### src/design/mem_map_pkg.sv
// Package with register map, field layouts, reset values and types of the memory map decoder
package mem_map_pkg;

    // ************************************************************
    // APB register byte offsets
    // ************************************************************
    localparam logic [7:0] ctrl_offset = 8'h00;
    localparam logic [7:0] data_wait_offset = 8'h04;
    localparam logic [7:0] io_wait_offset = 8'h08;
    localparam logic [7:0] status_offset = 8'h0C;
    localparam logic [7:0] mode_status_offset = 8'h10;

    // ************************************************************
    // Field layouts and reset values
    // ************************************************************
    localparam int ctrl_pm_ovl_lsb = 0;
    localparam int ctrl_dm_ovl_lsb = 2;
    localparam int ovl_width = 2;
    localparam int wait_width = 3;
    localparam int io_regions = 4;
    localparam logic [1:0] ovl_reset = 2'h0;
    localparam logic [2:0] wait_reset = 3'h0;
    localparam logic [15:0] mode_status_reset = 16'h0000;
    localparam logic [7:0] stack_ptr_empty = 8'h00;
    localparam logic [15:0] imask_all_masked = 16'h0000;

    // ************************************************************
    // Address map
    // ************************************************************
    localparam logic [13:0] pm_upper_base = 14'h2000;
    localparam logic [13:0] dm_regs_base = 14'h3FE0;
    localparam logic [13:0] dm_lower_top = 14'h1FFF;
    localparam logic [13:0] first_fetch_addr = 14'h0000;
    localparam int io_region_msb = 10;
    localparam int io_region_lsb = 9;
    localparam logic [1:0] ovl_seg1 = 2'h1;
    localparam logic [1:0] ovl_seg2 = 2'h2;

    // ************************************************************
    // Reset and boot timing
    // ************************************************************
    localparam int clk_period_ns = 100;
    localparam int pll_lock_cycles = 2000;
    localparam int boot_words = 32;
    localparam int boot_cycles_per_word = 3;
    localparam logic [7:0] boot_cycles = 8'(boot_words * boot_cycles_per_word);

    typedef enum logic [1:0] {
        seq_reset,
        seq_boot,
        seq_run
    } seq_state_t;

    typedef struct packed {
        logic [13:0] addr;
        logic req;
        logic write;
    } mem_req_t;

    typedef struct packed {
        logic [13:0] addr;
        logic ext;
        logic regs;
        logic [2:0] wait_count;
    } route_t;

endpackage

### src/design/memory_map_overlay_decoder.sv
// Memory map overlay decoder: program, data, I/O and byte space decode with APB registers
//
// The address map and the APB slave port were chosen for this implementation.
`timescale 1ns/100ps

module memory_map_overlay_decoder (
    // Clock and reset
    input wire logic ref_clk_in,
    input wire logic nrst_in,
    // Straps and bus arbitration
    input wire logic memory_map_select_in,
    input wire logic bus_request_in,
    // APB slave
    input wire logic psel_in,
    input wire logic penable_in,
    input wire logic pwrite_in,
    input wire logic [7:0] paddr_in,
    input wire logic [31:0] pwdata_in,
    output logic [31:0] prdata_out,
    output logic pready_out,
    output logic pslverr_out,
    // Core access requests
    input wire mem_map_pkg::mem_req_t pm_fetch_in,
    input wire mem_map_pkg::mem_req_t pm_data_in,
    input wire mem_map_pkg::mem_req_t dm_in,
    input wire mem_map_pkg::mem_req_t io_in,
    input wire logic [21:0] byte_addr_in,
    input wire logic byte_req_in,
    input wire logic [7:0] byte_data_in,
    // Decode results
    output mem_map_pkg::route_t pm_fetch_route_out,
    output mem_map_pkg::route_t pm_data_route_out,
    output mem_map_pkg::route_t dm_route_out,
    output logic [13:0] ext_addr_out,
    output logic [23:0] ext_data_out,
    output logic ext_data_oe_out,
    output logic core_stall_out,
    // Sequencer and processor state
    output logic core_run_out,
    output logic boot_active_out,
    output logic [13:0] first_fetch_addr_out,
    output logic [15:0] processor_mode_status_out,
    output logic [15:0] imask_out,
    output logic [7:0] stack_ptr_out
);

    typedef struct packed {
        mem_map_pkg::seq_state_t seq;
        logic [7:0] boot_cnt;
        logic boot_enable;
        logic [1:0] program_overlay_select;
        logic [1:0] data_overlay_select;
        logic [2:0] data_external_wait_count;
        logic [11:0] io_wait;
        logic [2:0] wait_cnt;
        logic [31:0] prdata;
        logic pready;
        logic pslverr;
        mem_map_pkg::route_t pmf;
        mem_map_pkg::route_t pmd;
        mem_map_pkg::route_t dmr;
        logic [13:0] ext_addr;
        logic [23:0] ext_data;
        logic ext_oe;
        logic stall;
        logic [15:0] mode_status;
        logic [15:0] imask;
        logic [7:0] stack_ptr;
    } state_t;

    state_t state_reg;
    state_t state_next;

    // ************************************************************
    // Program memory decode
    // ************************************************************
    function automatic mem_map_pkg::route_t pm_route(input mem_map_pkg::mem_req_t r, input logic map_hi,
                                                    input logic [1:0] ovl);
        mem_map_pkg::route_t o;
        o = '0;
        o.addr = r.addr;
        if (map_hi) begin
            o.ext = (r.addr < mem_map_pkg::pm_upper_base);
        end else if (ovl != mem_map_pkg::ovl_reset) begin
            o.ext = (r.addr >= mem_map_pkg::pm_upper_base);
            if (o.ext) begin
                o.addr = {ovl == mem_map_pkg::ovl_seg2, r.addr[12:0]};
            end
        end
        return o;
    endfunction

    logic [1:0] io_region;
    logic [2:0] io_wait_sel;
    logic apb_setup;
    logic dm_ext;
    mem_map_pkg::route_t dm_next;

    always_comb begin
        io_region = io_in.addr[mem_map_pkg::io_region_msb:mem_map_pkg::io_region_lsb];
        io_wait_sel = state_reg.io_wait[io_region * mem_map_pkg::wait_width +: mem_map_pkg::wait_width];
        apb_setup = psel_in && !penable_in;
        dm_ext = (state_reg.data_overlay_select != mem_map_pkg::ovl_reset)
                 && (dm_in.addr <= mem_map_pkg::dm_lower_top) && !memory_map_select_in;
        dm_next = '0;
        dm_next.addr = dm_in.addr;
        dm_next.ext = dm_ext;
        dm_next.regs = (dm_in.addr >= mem_map_pkg::dm_regs_base);
        if (dm_ext) begin
            dm_next.addr = {state_reg.data_overlay_select == mem_map_pkg::ovl_seg2, dm_in.addr[12:0]};
            dm_next.wait_count = state_reg.data_external_wait_count;
        end
    end

    // ************************************************************
    // Next state
    // ************************************************************
    always_comb begin
        state_next = state_reg;
        state_next.pready = 1'b0;
        state_next.pslverr = 1'b0;
        // Both fetch and data port decode each cycle with the same program overlay select
        state_next.pmf = pm_route(pm_fetch_in, memory_map_select_in, state_reg.program_overlay_select);
        state_next.pmd = pm_route(pm_data_in, memory_map_select_in, state_reg.program_overlay_select);
        state_next.dmr = dm_next;
        state_next.ext_oe = 1'b0;
        state_next.stall = 1'b0;

        // Wait-state counter for external data and I/O accesses
        if (state_reg.wait_cnt != 3'h0) begin
            state_next.wait_cnt = state_reg.wait_cnt - 3'h1;
            state_next.stall = (state_reg.wait_cnt != 3'h1);
        end else if (io_in.req) begin
            state_next.ext_addr = {3'h0, io_in.addr[10:0]};
            state_next.wait_cnt = io_wait_sel;
            state_next.stall = (io_wait_sel != 3'h0);
            state_next.ext_oe = io_in.write;
        end else if (dm_in.req && dm_ext) begin
            state_next.ext_addr = dm_next.addr;
            state_next.wait_cnt = state_reg.data_external_wait_count;
            state_next.stall = (state_reg.data_external_wait_count != 3'h0);
            state_next.ext_oe = dm_in.write;
        end else if (byte_req_in) begin
            state_next.ext_addr = byte_addr_in[13:0];
            state_next.ext_data = {byte_addr_in[21:14], byte_data_in, 8'h00};
            state_next.ext_oe = 1'b1;
        end else if (state_next.pmf.ext && pm_fetch_in.req) begin
            state_next.ext_addr = state_next.pmf.addr;
        end

        // Reset-release sequencing
        case (state_reg.seq)
            mem_map_pkg::seq_reset: begin
                if (!bus_request_in) begin
                    state_next.boot_enable = !memory_map_select_in;
                    state_next.seq = memory_map_select_in ? mem_map_pkg::seq_run : mem_map_pkg::seq_boot;
                    state_next.boot_cnt = mem_map_pkg::boot_cycles;
                end
            end
            mem_map_pkg::seq_boot: begin
                state_next.boot_cnt = state_reg.boot_cnt - 8'h01;
                if (state_reg.boot_cnt == 8'h01) begin
                    state_next.seq = mem_map_pkg::seq_run;
                end
            end
            mem_map_pkg::seq_run: begin
                state_next.seq = mem_map_pkg::seq_run;
            end
            default: begin
                state_next.seq = mem_map_pkg::seq_reset;
            end
        endcase

        // APB register access, answered in the access phase with no wait
        if (apb_setup) begin
            state_next.prdata = 32'h0000_0000;
            case (paddr_in)
                mem_map_pkg::ctrl_offset: begin
                    state_next.prdata = {28'h000_0000, state_reg.data_overlay_select,
                                         state_reg.program_overlay_select};
                end
                mem_map_pkg::data_wait_offset: begin
                    state_next.prdata = {29'h0000_0000, state_reg.data_external_wait_count};
                end
                mem_map_pkg::io_wait_offset: begin
                    state_next.prdata = {20'h0_0000, state_reg.io_wait};
                end
                mem_map_pkg::status_offset: begin
                    state_next.prdata = {28'h000_0000, state_reg.boot_enable, state_reg.stall,
                                         state_reg.seq == mem_map_pkg::seq_run,
                                         state_reg.seq == mem_map_pkg::seq_boot};
                end
                mem_map_pkg::mode_status_offset: begin
                    state_next.prdata = {16'h0000, state_reg.mode_status};
                end
                default: begin
                    state_next.pslverr = 1'b1;
                end
            endcase
            state_next.pready = 1'b1;
        end

        // Writes land at the access edge where the master samples pready high
        if (psel_in && penable_in && state_reg.pready && pwrite_in) begin
            case (paddr_in)
                mem_map_pkg::ctrl_offset: begin
                    // Map select high forces the program overlay off
                    state_next.program_overlay_select = memory_map_select_in ? mem_map_pkg::ovl_reset
                        : pwdata_in[mem_map_pkg::ctrl_pm_ovl_lsb +: mem_map_pkg::ovl_width];
                    state_next.data_overlay_select =
                        pwdata_in[mem_map_pkg::ctrl_dm_ovl_lsb +: mem_map_pkg::ovl_width];
                end
                mem_map_pkg::data_wait_offset: begin
                    state_next.data_external_wait_count = pwdata_in[2:0];
                end
                mem_map_pkg::io_wait_offset: begin
                    state_next.io_wait = pwdata_in[11:0];
                end
                mem_map_pkg::mode_status_offset: begin
                    state_next.mode_status = pwdata_in[15:0];
                end
                default: begin
                end
            endcase
        end

        // Master reset; the clock keeps running so no settle delay follows
        if (!nrst_in) begin
            state_next = '0;
            state_next.seq = mem_map_pkg::seq_reset;
            state_next.stack_ptr = mem_map_pkg::stack_ptr_empty;
            state_next.imask = mem_map_pkg::imask_all_masked;
            state_next.mode_status = mem_map_pkg::mode_status_reset;
            state_next.program_overlay_select = mem_map_pkg::ovl_reset;
            state_next.data_overlay_select = mem_map_pkg::ovl_reset;
            state_next.data_external_wait_count = mem_map_pkg::wait_reset;
        end
    end

    always_ff @(posedge ref_clk_in) begin
        state_reg <= state_next;
    end

    // ************************************************************
    // Outputs
    // ************************************************************
    assign prdata_out = state_reg.prdata;
    assign pready_out = state_reg.pready;
    assign pslverr_out = state_reg.pslverr;
    assign pm_fetch_route_out = state_reg.pmf;
    assign pm_data_route_out = state_reg.pmd;
    assign dm_route_out = state_reg.dmr;
    assign ext_addr_out = state_reg.ext_addr;
    assign ext_data_out = state_reg.ext_data;
    assign ext_data_oe_out = state_reg.ext_oe;
    assign core_stall_out = state_reg.stall;
    assign core_run_out = (state_reg.seq == mem_map_pkg::seq_run);
    assign boot_active_out = (state_reg.seq == mem_map_pkg::seq_boot);
    // Sequencer start address is fixed; overlay state is not part of it
    assign first_fetch_addr_out = mem_map_pkg::first_fetch_addr;
    assign processor_mode_status_out = state_reg.mode_status;
    assign imask_out = state_reg.imask;
    assign stack_ptr_out = state_reg.stack_ptr;

endmodule

### config.mk
export PLATFORM = sky130hd
export DESIGN_NAME = memory_map_overlay_decoder
export DESIGN_NICKNAME = d
export VERILOG_FILES = /design/src/design/mem_map_pkg.sv /design/src/design/memory_map_overlay_decoder.sv
export SDC_FILE = /design/constraint.sdc
export NUM_CORES = 1
export LEC_CHECK = 0
export BUFFER_PORTS_ARGS = -buffer_cell sky130_fd_sc_hd__buf_4
export CORE_ASPECT_RATIO = 0.75
export CORE_MARGIN = 2
export CORE_UTILIZATION = 53
export CTS_BUF_LIST = sky130_fd_sc_hd__clkbuf_4 sky130_fd_sc_hd__clkbuf_8
export CTS_CLUSTER_SIZE = 20
export DETAILED_ROUTE_END_ITERATION = 10
export GPL_ROUTABILITY_DRIVEN = 0
export GPL_TIMING_DRIVEN = 0
export PLACE_DENSITY = 0.88
export REMOVE_ABC_BUFFERS = 1
export SLEW_MARGIN = 20
export SYNTH_ARGS = -nofsm -noshare
export SYNTH_HDL_FRONTEND = slang
export SYNTH_SLANG_ARGS = --single-unit
### constraint.sdc
create_clock -name ref_clk_in -period 3.55 [get_ports ref_clk_in]
set_input_delay 0.355 -clock ref_clk_in [delete_from_list [all_inputs] [get_ports ref_clk_in]]
set_output_delay 0.355 -clock ref_clk_in [all_outputs]
set_load 0.02 [all_outputs]
Word level (Yosys, flattened, before mapping)
Index checks and enable logic that the tools add are counted.
{"block": "op_classes", "bitwise_logic": 5, "order_cmp": 6, "eq_ne": 12, "n_reduce_logical": 33, "n_shift": 1, "muxes": 30, "add_sub_neg": 2, "multipliers": 1}
{"op": "$mux 14", "count": 9}
{"op": "$pmux 16 s5", "count": 1}
{"op": "$ge 14x14->1 const B", "count": 3}
{"op": "$mux 15", "count": 2}
{"op": "$lt 14x14->1 const B", "count": 2}
{"op": "$mux 25", "count": 1}
{"op": "$reduce_and 2->1", "count": 10}
{"op": "$eq 8x4->1 const B", "count": 2}
{"op": "$pmux 8 s2", "count": 1}
{"op": "$le 14x13->1 const B", "count": 1}
{"op": "$reduce_bool 3->1", "count": 4}
{"op": "$shiftx 12x5->3", "count": 1}
{"op": "$mux 11", "count": 1}
{"op": "$mux 2", "count": 5}
{"op": "$mux 3", "count": 3}
{"op": "$eq 8x1->1 const B", "count": 1}
{"op": "$eq 8x3->1 const B", "count": 1}
{"op": "$eq 8x5->1 const B", "count": 1}
{"op": "$logic_and 1x1->1", "count": 8}
{"op": "$logic_not 8->1", "count": 1}
{"op": "$sub 8x1->8 const B", "count": 1}
{"op": "$eq 2x2->1 const B", "count": 3}
{"op": "$mux 1", "count": 6}
{"op": "$pmux 2 s3", "count": 1}
{"op": "14 further kinds", "count": 21}
{"block": "totals", "input_bits": 142, "ff_bits": 156, "word_cells": 118, "output_inout_bits": 187}

Depth between registers and ports, before layout
Gate-level depths: netlist of the first run.
{"block": "depth", "depth_word": 9, "mapped_depth": 8, "ltp_nobuf": 7}

Worst setup path after synthesis of the first run
Ideal clock, no wire load.
{"block": "synth_timing", "path_kind": "flip-flop to flip-flop", "from": "reg state_reg[203] (netlist name)", "to": "reg state_reg[199] (netlist name)", "required_ps": 3435, "arrival_ps": 1882, "stages_incl_launch_ff": 8, "period_less_slack_ps": 1997, "setup_time_ps": 115, "path_slack_ps": 1553, "path_buffers": 0, "path_cell_list": "dfxtp_1 -> inv_1 -> ha_1 -> nand2b_1 -> a2111oi_1 -> nand2_1 -> xnor2_1 -> o21a_1"}
{"block": "synth_between", "elab_chain_cells": 3, "elab_cells_between_ends": 6, "classes_between": "eq/ne (2); mux (1); reduce/logical (3)"}
{"element": "start: declaration", "line": "memory_map_overlay_decoder.sv:71", "rtl": "state_t state_reg;"}
{"element": "start signal: assignment", "line": "memory_map_overlay_decoder.sv:241", "rtl": "state_reg <= state_next;"}
{"element": "$eq 2x1->1 (*)"}
{"element": "net boot_active_out", "line": "memory_map_overlay_decoder.sv:40", "rtl": "output logic boot_active_out,"}
{"element": "$reduce_bool 2->1 (no line)"}
{"element": "$reduce_and 2->1 (no line)"}
The timed path passes the listed nets; every way through them passes the cells marked *.
A chain may end at the register's enable or synchronous reset.

Worst setup path after layout of the first run
{"block": "layout_timing", "from": "reg state_reg[171] (netlist name)", "to": "reg state_reg (netlist bit ext_data_out[17])"}
{"block": "layout_between", "elab_chain_cells": 3}
{"element": "$reduce_bool 3->1", "line": "memory_map_overlay_decoder.sv:130", "rtl": "if (state_reg.wait_cnt != 3'h0) begin"}
{"element": "$not 1->1 (no line)"}
{"element": "$reduce_and 4->1 (no line)"}
No other way between the ends.

==> results of run 1 <==
-- cells in the mapped netlist, types with 9 or more instances --
cell       number
a21oi_1        17
mux2i_1        54
nand3_1        12
buf_4         183
ha_1            9
nor2b_1        24
o21ai_0        20
o41ai_1        11
nor2_1         78
a22oi_1        10
a2111oi_0      13
nor3_1         15
inv_1          14
clkbuf_1       25
nand2_1        56
and2_1         43
dfxtp_1       148
-- cell families after synthesis --
family	after synthesis	synth area share [%]
compound gates	93	8.82
simple gates	256	17.2
flops	148	40.1
xor+xnor	5	0.593
fa+ha+maj	9	1.53
mux	62	9.46
other cells	1	0.0508
buf+inv	234	22.2
-- cell type report --
type / instances / area [sq um]
sequential: 148 / 2960
inverter: 14 / 52.6
fill: 1118 / 5160
tap: 175 / 219
timing repair buffer: 240 / 1830
multi-input combinational: 495 / 3050
clock inverter: 14 / 141
clock buffer: 18 / 248
-- report_power, final --
part | switching, mW | internal (mW) | total [mW] | leakage, nW
combinational | 0.551 | 0.404 | 0.955 | 2.48
clock | 0.704 | 0.596 | 1.30 | 0.197
sequential | 0.0675 | 1.79 | 1.86 | 1.21
-- worst max-delay path, stage by stage, from the launching register on --
cell     delay (ns)
dfxtp_1        0.32
inv_1          0.11
ha_1           0.23
nor2b_1        0.68
nand4_1        0.68
buf_6          0.38
mux2i_1        0.17
nor2_1         0.05
-- per-stage QoR --
step / hold slack, ns / utilization [%]
after floorplan: 0.442 / -
after global placement: 0.431 / 58.9
after detailed placement: 0.435 / 59.4
after CTS: 0.0966 / 62.2
after global routing: 0.0875 / 62.2
final: 0.113 / 62.2
-- path summary, 6_finish.rpt --
check | startpoint | end | slack, ns | cells past startpoint
setup / recovery | state_reg[171] | ext_data_out[17] | 0.80 | 7
hold / removal | pm_data_in[8] | pm_data_route_out[11] | 0.11 | 2
setup reg to reg | state_reg[171] | ext_data_out[17] | 0.80 | 7
hold reg to reg | ext_addr_out[10] | ext_addr_out[10] | 0.45 | 2
-- per-layer routing --
| layer | up-vias | global-route usage [%] | share of wire [%] |
|---|---|---|---|
| met2 | 253 | 35.7 | 47 |
| met1 | 2633 | 30.1 | 43 |
| li1 | 2687 | - | - |
| met3 | 22 | 5.18 | 8.7 |
| met4 | 0 | 6.71 | 1.3 |
| met5 | - | 0 | 0 |
==> metrics, run 1 <==
final setup vio count 0; min cycle time layout 2.75 ns; row cnt 37; ys async rst share 0%; CP Class flop to flop; Die Area 14900 sq um; RSZ-0062 raised after global routing false; DP Cell Count 1072; layout cells sized above 1 between 30% and 40%; final wirelength roughly 17 mm; post-synth design cell area 7380 sq um; Hold Vio Cnt, Final 0; CTS tree yes; IO buf count 236; setup_tns 0 ns; post-detailed-route count of antenna-violating nets 0; Cells after Synth 808; die width 140 um; max_slew headroom 32.1%; max reg flops 33; Main synth FF type dfxtp_1; clock skew 0.0135 ns; crit share post-route 77.5%; #FFs+latches synth about 150; CP arrival 3.08 ns; Avg Cell Area, Syn 9.13 sq um; leakage power 3.89 nW; Hold-fix buffers, CTS 0; Vias/cell 5.07; cell taking the most area after synthesis dfxtp_1; total power 4.11 mW; # clock sinks 148; H-Tree Level Count 4; residual DRC count 0; most common cell after layout, fill and taps aside buf_4; Layout area overhead 15.1%; Worst EP required 3.88 ns; clock-pin slew of the registers on the worst-case setup and hold paths 0.10 ns; FMAX about 360 MHz; All-Layer GR Usage 22.3%; clk_lat worst skew 0.44 ns; clock buffer count from CTS 17; Antenna diodes 0; vias in the first global route 5177; Slew @ Worst Pin between 1 and 1.5 ns; 1st-iter DRT viols around 260; routed length per instance 15.6 um; cell area after layout about 8500 sq um; Yosys cell types 55; Overflow after GRT 0; Via Count 5595; DR pass1 iterations 5; Slew Viols, Final 0; post-synth top area share 40.1%; post-route setup slack 0.797 ns; crit start category flop; Nets roughly 1100; core area 13700 sq um; Resized Gates After CTS 0; pre-CTS WS 0.856 ns; I/O pin total 329; Hold Crit Class input port to flop; Clk Tree Root Cell clkbuf_8; sequential area share after synthesis between 40% and 50%; setup bufs post-CTS 0; initial antenna violation count 0; status complete, no violations; Initial Utilization a little over half; peak supply drop 0.276 mV; commonest cells after routing, fill and taps aside buf_4 (237), dfxtp_1 (148), nor2_1 (77), conb_1 (70), nand2_1 (56); pwr/cell area approximately 480 nW/um^2; Max clock buf depth 2; leading cell types by total area after synthesis dfxtp_1 (40%), buf_4 (19%), mux2i_1 (7.3%); Critical Path End Type flop; Max FO, Critical Path 11; chip height 106 um; Yosys warnings 0; EDFF count, synth 0; Layout Cells excl Fill ~1100; largest net degree at the start of global routing 61; maxcap violations 0; DP Wirelength 12.9 mm; Area after DPL 8110 sq um; first-pass GRT wire length about 26 mm
No activity file was read; power rests on OpenSTA's default activity.
==> inputs of run 2 (changes only) <==
--- a/config.mk
+++ b/config.mk
@@ -8,13 +8,13 @@
 export BUFFER_PORTS_ARGS = -buffer_cell sky130_fd_sc_hd__buf_4
 export CORE_ASPECT_RATIO = 0.75
 export CORE_MARGIN = 2
-export CORE_UTILIZATION = 53
+export CORE_UTILIZATION = 44
 export CTS_BUF_LIST = sky130_fd_sc_hd__clkbuf_4 sky130_fd_sc_hd__clkbuf_8
 export CTS_CLUSTER_SIZE = 20
 export DETAILED_ROUTE_END_ITERATION = 10
 export GPL_ROUTABILITY_DRIVEN = 0
 export GPL_TIMING_DRIVEN = 0
-export PLACE_DENSITY = 0.88
+export PLACE_DENSITY = 0.78
 export REMOVE_ABC_BUFFERS = 1
 export SLEW_MARGIN = 20
 export SYNTH_ARGS = -nofsm -noshare
==> constraint.sdc (replaced) <==
create_clock -name ref_clk_in -period 2.25 [get_ports ref_clk_in]
set_input_delay 0.225 -clock ref_clk_in [delete_from_list [all_inputs] [get_ports ref_clk_in]]
set_output_delay 0.225 -clock ref_clk_in [all_outputs]
set_load 0.02 [all_outputs]
==> run 2 against run 1 <==
  * Clock-buffer cell count is 2 higher
  * Power up 57%
  * Non-clock buffer count increased by 61
  * Setup slack got worse by 0.62 ns
  * Clock power is 48% higher
  * Core utilization shrank 6.0 points
  * Register-to-register slack got worse by 0.62 ns
  * Sequential share of layout area fell by 2.4 points
  * Sequential power grew 58%
  * Hold slack worse by 0.073 ns
  * Flip-flop and latch count stayed put
  * Critical path depth shrank 2
  * Critical endpoint is now ext_addr_out[6]
  * Largest cell class unchanged
  * Largest power group unchanged
  * Highest routed layer unchanged
==> metrics, run 2 (synthesized netlist as in run 1, its figures left out) <==
min cycle time layout 2.07 ns (-0.681 ns); pre-CTS WS -0.357 ns (-1.21 ns); crit start category flop; clk_lat worst skew 0.43 ns (about the same); Vias/cell 4.82 (-4.9%); routed length per instance 16.1 um (+3.2%); clock skew 0.0160 ns (+0.00253 ns); most common cell after layout, fill and taps aside buf_4; Clk Tree Root Cell clkbuf_8; max_slew headroom 37.7% (+5.6 points); clock power share 29.6% (-2.0 points); die width 154 um (+9.5%); clock buffer count from CTS 17 (unchanged); crit share post-route 92.1% (+15 points); Slew Viols, Final 0 (unchanged); Initial Utilization 45.5% (-8.5 points); row cnt 40 (+8.1%); Slew @ Worst Pin 0.931 ns (-0.0871 ns); max incr delay on CP 0.47 ns (-0.21 ns); Critical Path End Type flop; total power 6.47 mW (+57%); IO buf count 236 (unchanged); area of the multi-input gates 3060 sq um (+0.49%); CP arrival 2.39 ns (-0.69 ns); commonest cells after routing, fill and taps aside buf_4 (241), dfxtp_1 (148), nor2_1 (77), conb_1 (70), dlygate4sd3_1 (58); final core utilization 56.2% (-6.0 points); Max FO, Critical Path 11 (unchanged); DP Wirelength 13.4 mm (+3.6%); Via Count 5783 (+3.4%); Sw Pwr 2.08 mW (+57%); # clock sinks 148 (unchanged); maxcap violations 0 (unchanged); Top Usage Layer GRT met2; sw frac 32.1% (-0.090 points); layout cells sized above 1 29.9% (-1.2 points); internal power 4.39 mW (+58%); Worst EP required 2.57 ns (-1.31 ns); chip height 116 um (+9.4%); post-route setup slack 0.178 ns (-0.619 ns); CP cell instances inv_1 > ha_1 > nor2b_2 > nand3_2 > o41ai_1; CP Class flop to flop; Overflow after GRT 0 (unchanged); largest net degree at the start of global routing 66 (+8.2%); core area 16200 sq um (+19%); first-pass GRT wire length 29.7 mm (+13%); DR pass1 iterations 4 (-1); Hold Vio Cnt, Final 0 (unchanged); status complete, no violations; sequential share of power 45.4% (+0.3 points); cell area after layout 9120 sq um (+7.3%); fillers 1415 (+27%); Nets 1128 (+5.7%); met1 global-route usage 26.5% (-3.7 points); Die Area 17800 sq um (+20%); DP Cell Count 1106 (+3.2%); FMAX 483 MHz (+33%); Hold Crit Class input port to flop; met3 GRT Util 7.09% (+1.9 points); FF/Latch Area 2960 sq um (unchanged); Slowest cell on crit path o41ai_1; Antenna diodes 0 (unchanged); All-Layer GR Usage 21.0% (-1.2 points); vias in the first global route 5470 (+5.7%); final wirelength 19.3 mm (+12%); post-detailed-route count of antenna-violating nets 0 (unchanged); routing usage on met2 35.8% (+0.11 points); clock-pin slew of the registers on the worst-case setup and hold paths 0.08 ns (-0.02 ns); peak supply drop 0.340 mV (+23%); Logic pwr share 25.0% (+1.8 points); H-Tree Level Count 4 (unchanged); Max clock buf depth 2 (unchanged); initial antenna violation count 0 (unchanged); 1st-iter DRT viols 278 (+6.1%); CTS tree yes; pwr/cell area 709 nW/um^2 (+47%); Layout Cells excl Fill 1200 (+8.7%); I/O pin total 329 (unchanged); RSZ-0062 raised after global routing false; max reg flops 33 (unchanged); leakage power 4.12 nW (+5.9%); Area after DPL 8130 sq um (+0.25%); Layout area overhead 23.6%; residual DRC count 0 (unchanged); final setup vio count 0 (unchanged)
==> run 2: cell count changes in the layout (fill, tap and decap cells not counted), sizes merged <==
cell	before	now
buf	240	243
bufinv	1	0
clkbuf	18	20
clkinv	3	2
clkinvlp	2	5
dlygate4sd3	0	58
inv	22	19
==> run 2: stage by stage <==
stage	setup TNS (ns)	hold slack, ns
CTS	0	0.000201
floorplan	-11.84	0.314
global placement	-92.37	0.433
finish	0	0.0402
global route	0	0.00167
detailed placement	-14.08	0.436
==> run 2: power by group through the flow <==
stage          sequential [mW]  combinational (mW)  clock [mW]
6_report                  2.94                1.62        1.92
2_1_floorplan             3.17               0.651           0
5_1_grt                   2.96                1.74        2.10
3_5_place_dp              2.99                1.49           0
4_1_cts                   2.93                1.60        1.97
3_3_place_gp              2.98                1.46           0
==> run 2: final timing paths <==
path                                      from                            to  slack [ns]  cells after the start
worst min-delay path              pwdata_in[6]  processor_mode_status_out[6]        0.04                      3
worst max-delay path            state_reg[171]               ext_addr_out[6]        0.18                      5
worst max register to register  state_reg[171]               ext_addr_out[6]        0.18                      5
worst min register to register  prdata_out[11]                prdata_out[11]        0.47                      2
==> run 2: routing by layer <==
layer	wire, um	vias to the layer above
li1	-	2804
met1	8420	2774
met2	9340	190
met3	1400	15
met4	172	0
met5	0	-
==> run 2: layout make-up <==
| type | count | share of cell area [%] |
|---|---|---|
| multi-input cells | 495 | 33.6 |
| flip-flops and latches | 148 | 32.5 |
| repair buffers | 301 | 26.5 |
| clock buffers | 20 | 2.95 |
| well taps | 210 | 2.88 |
| clock inverters | 12 | 1.04 |
| inverters | 14 | 0.604 |
==> run 2: worst max-delay path: cells and delay by family, from the launching register on <==
family | cells | cell delay, ns
compound gates | 1 | 0.47
fa+ha+maj | 1 | 0.23
buf+inv | 1 | 0.12
flops | 1 | 0.32
simple gates | 2 | 0.82
==> run 2: timing repair <==
| action | 4_1_cts | 5_1_grt |
|---|---|---|
| hold buffers | 57 | 1 |
| setup buffers | 4 | 0 |
| pin swaps | 1 | 0 |
| setup endpoints to repair | 27 | 13 |
| resized for setup | 3 | 3 |
| endpoints found under the hold margin | 59 | 1 |
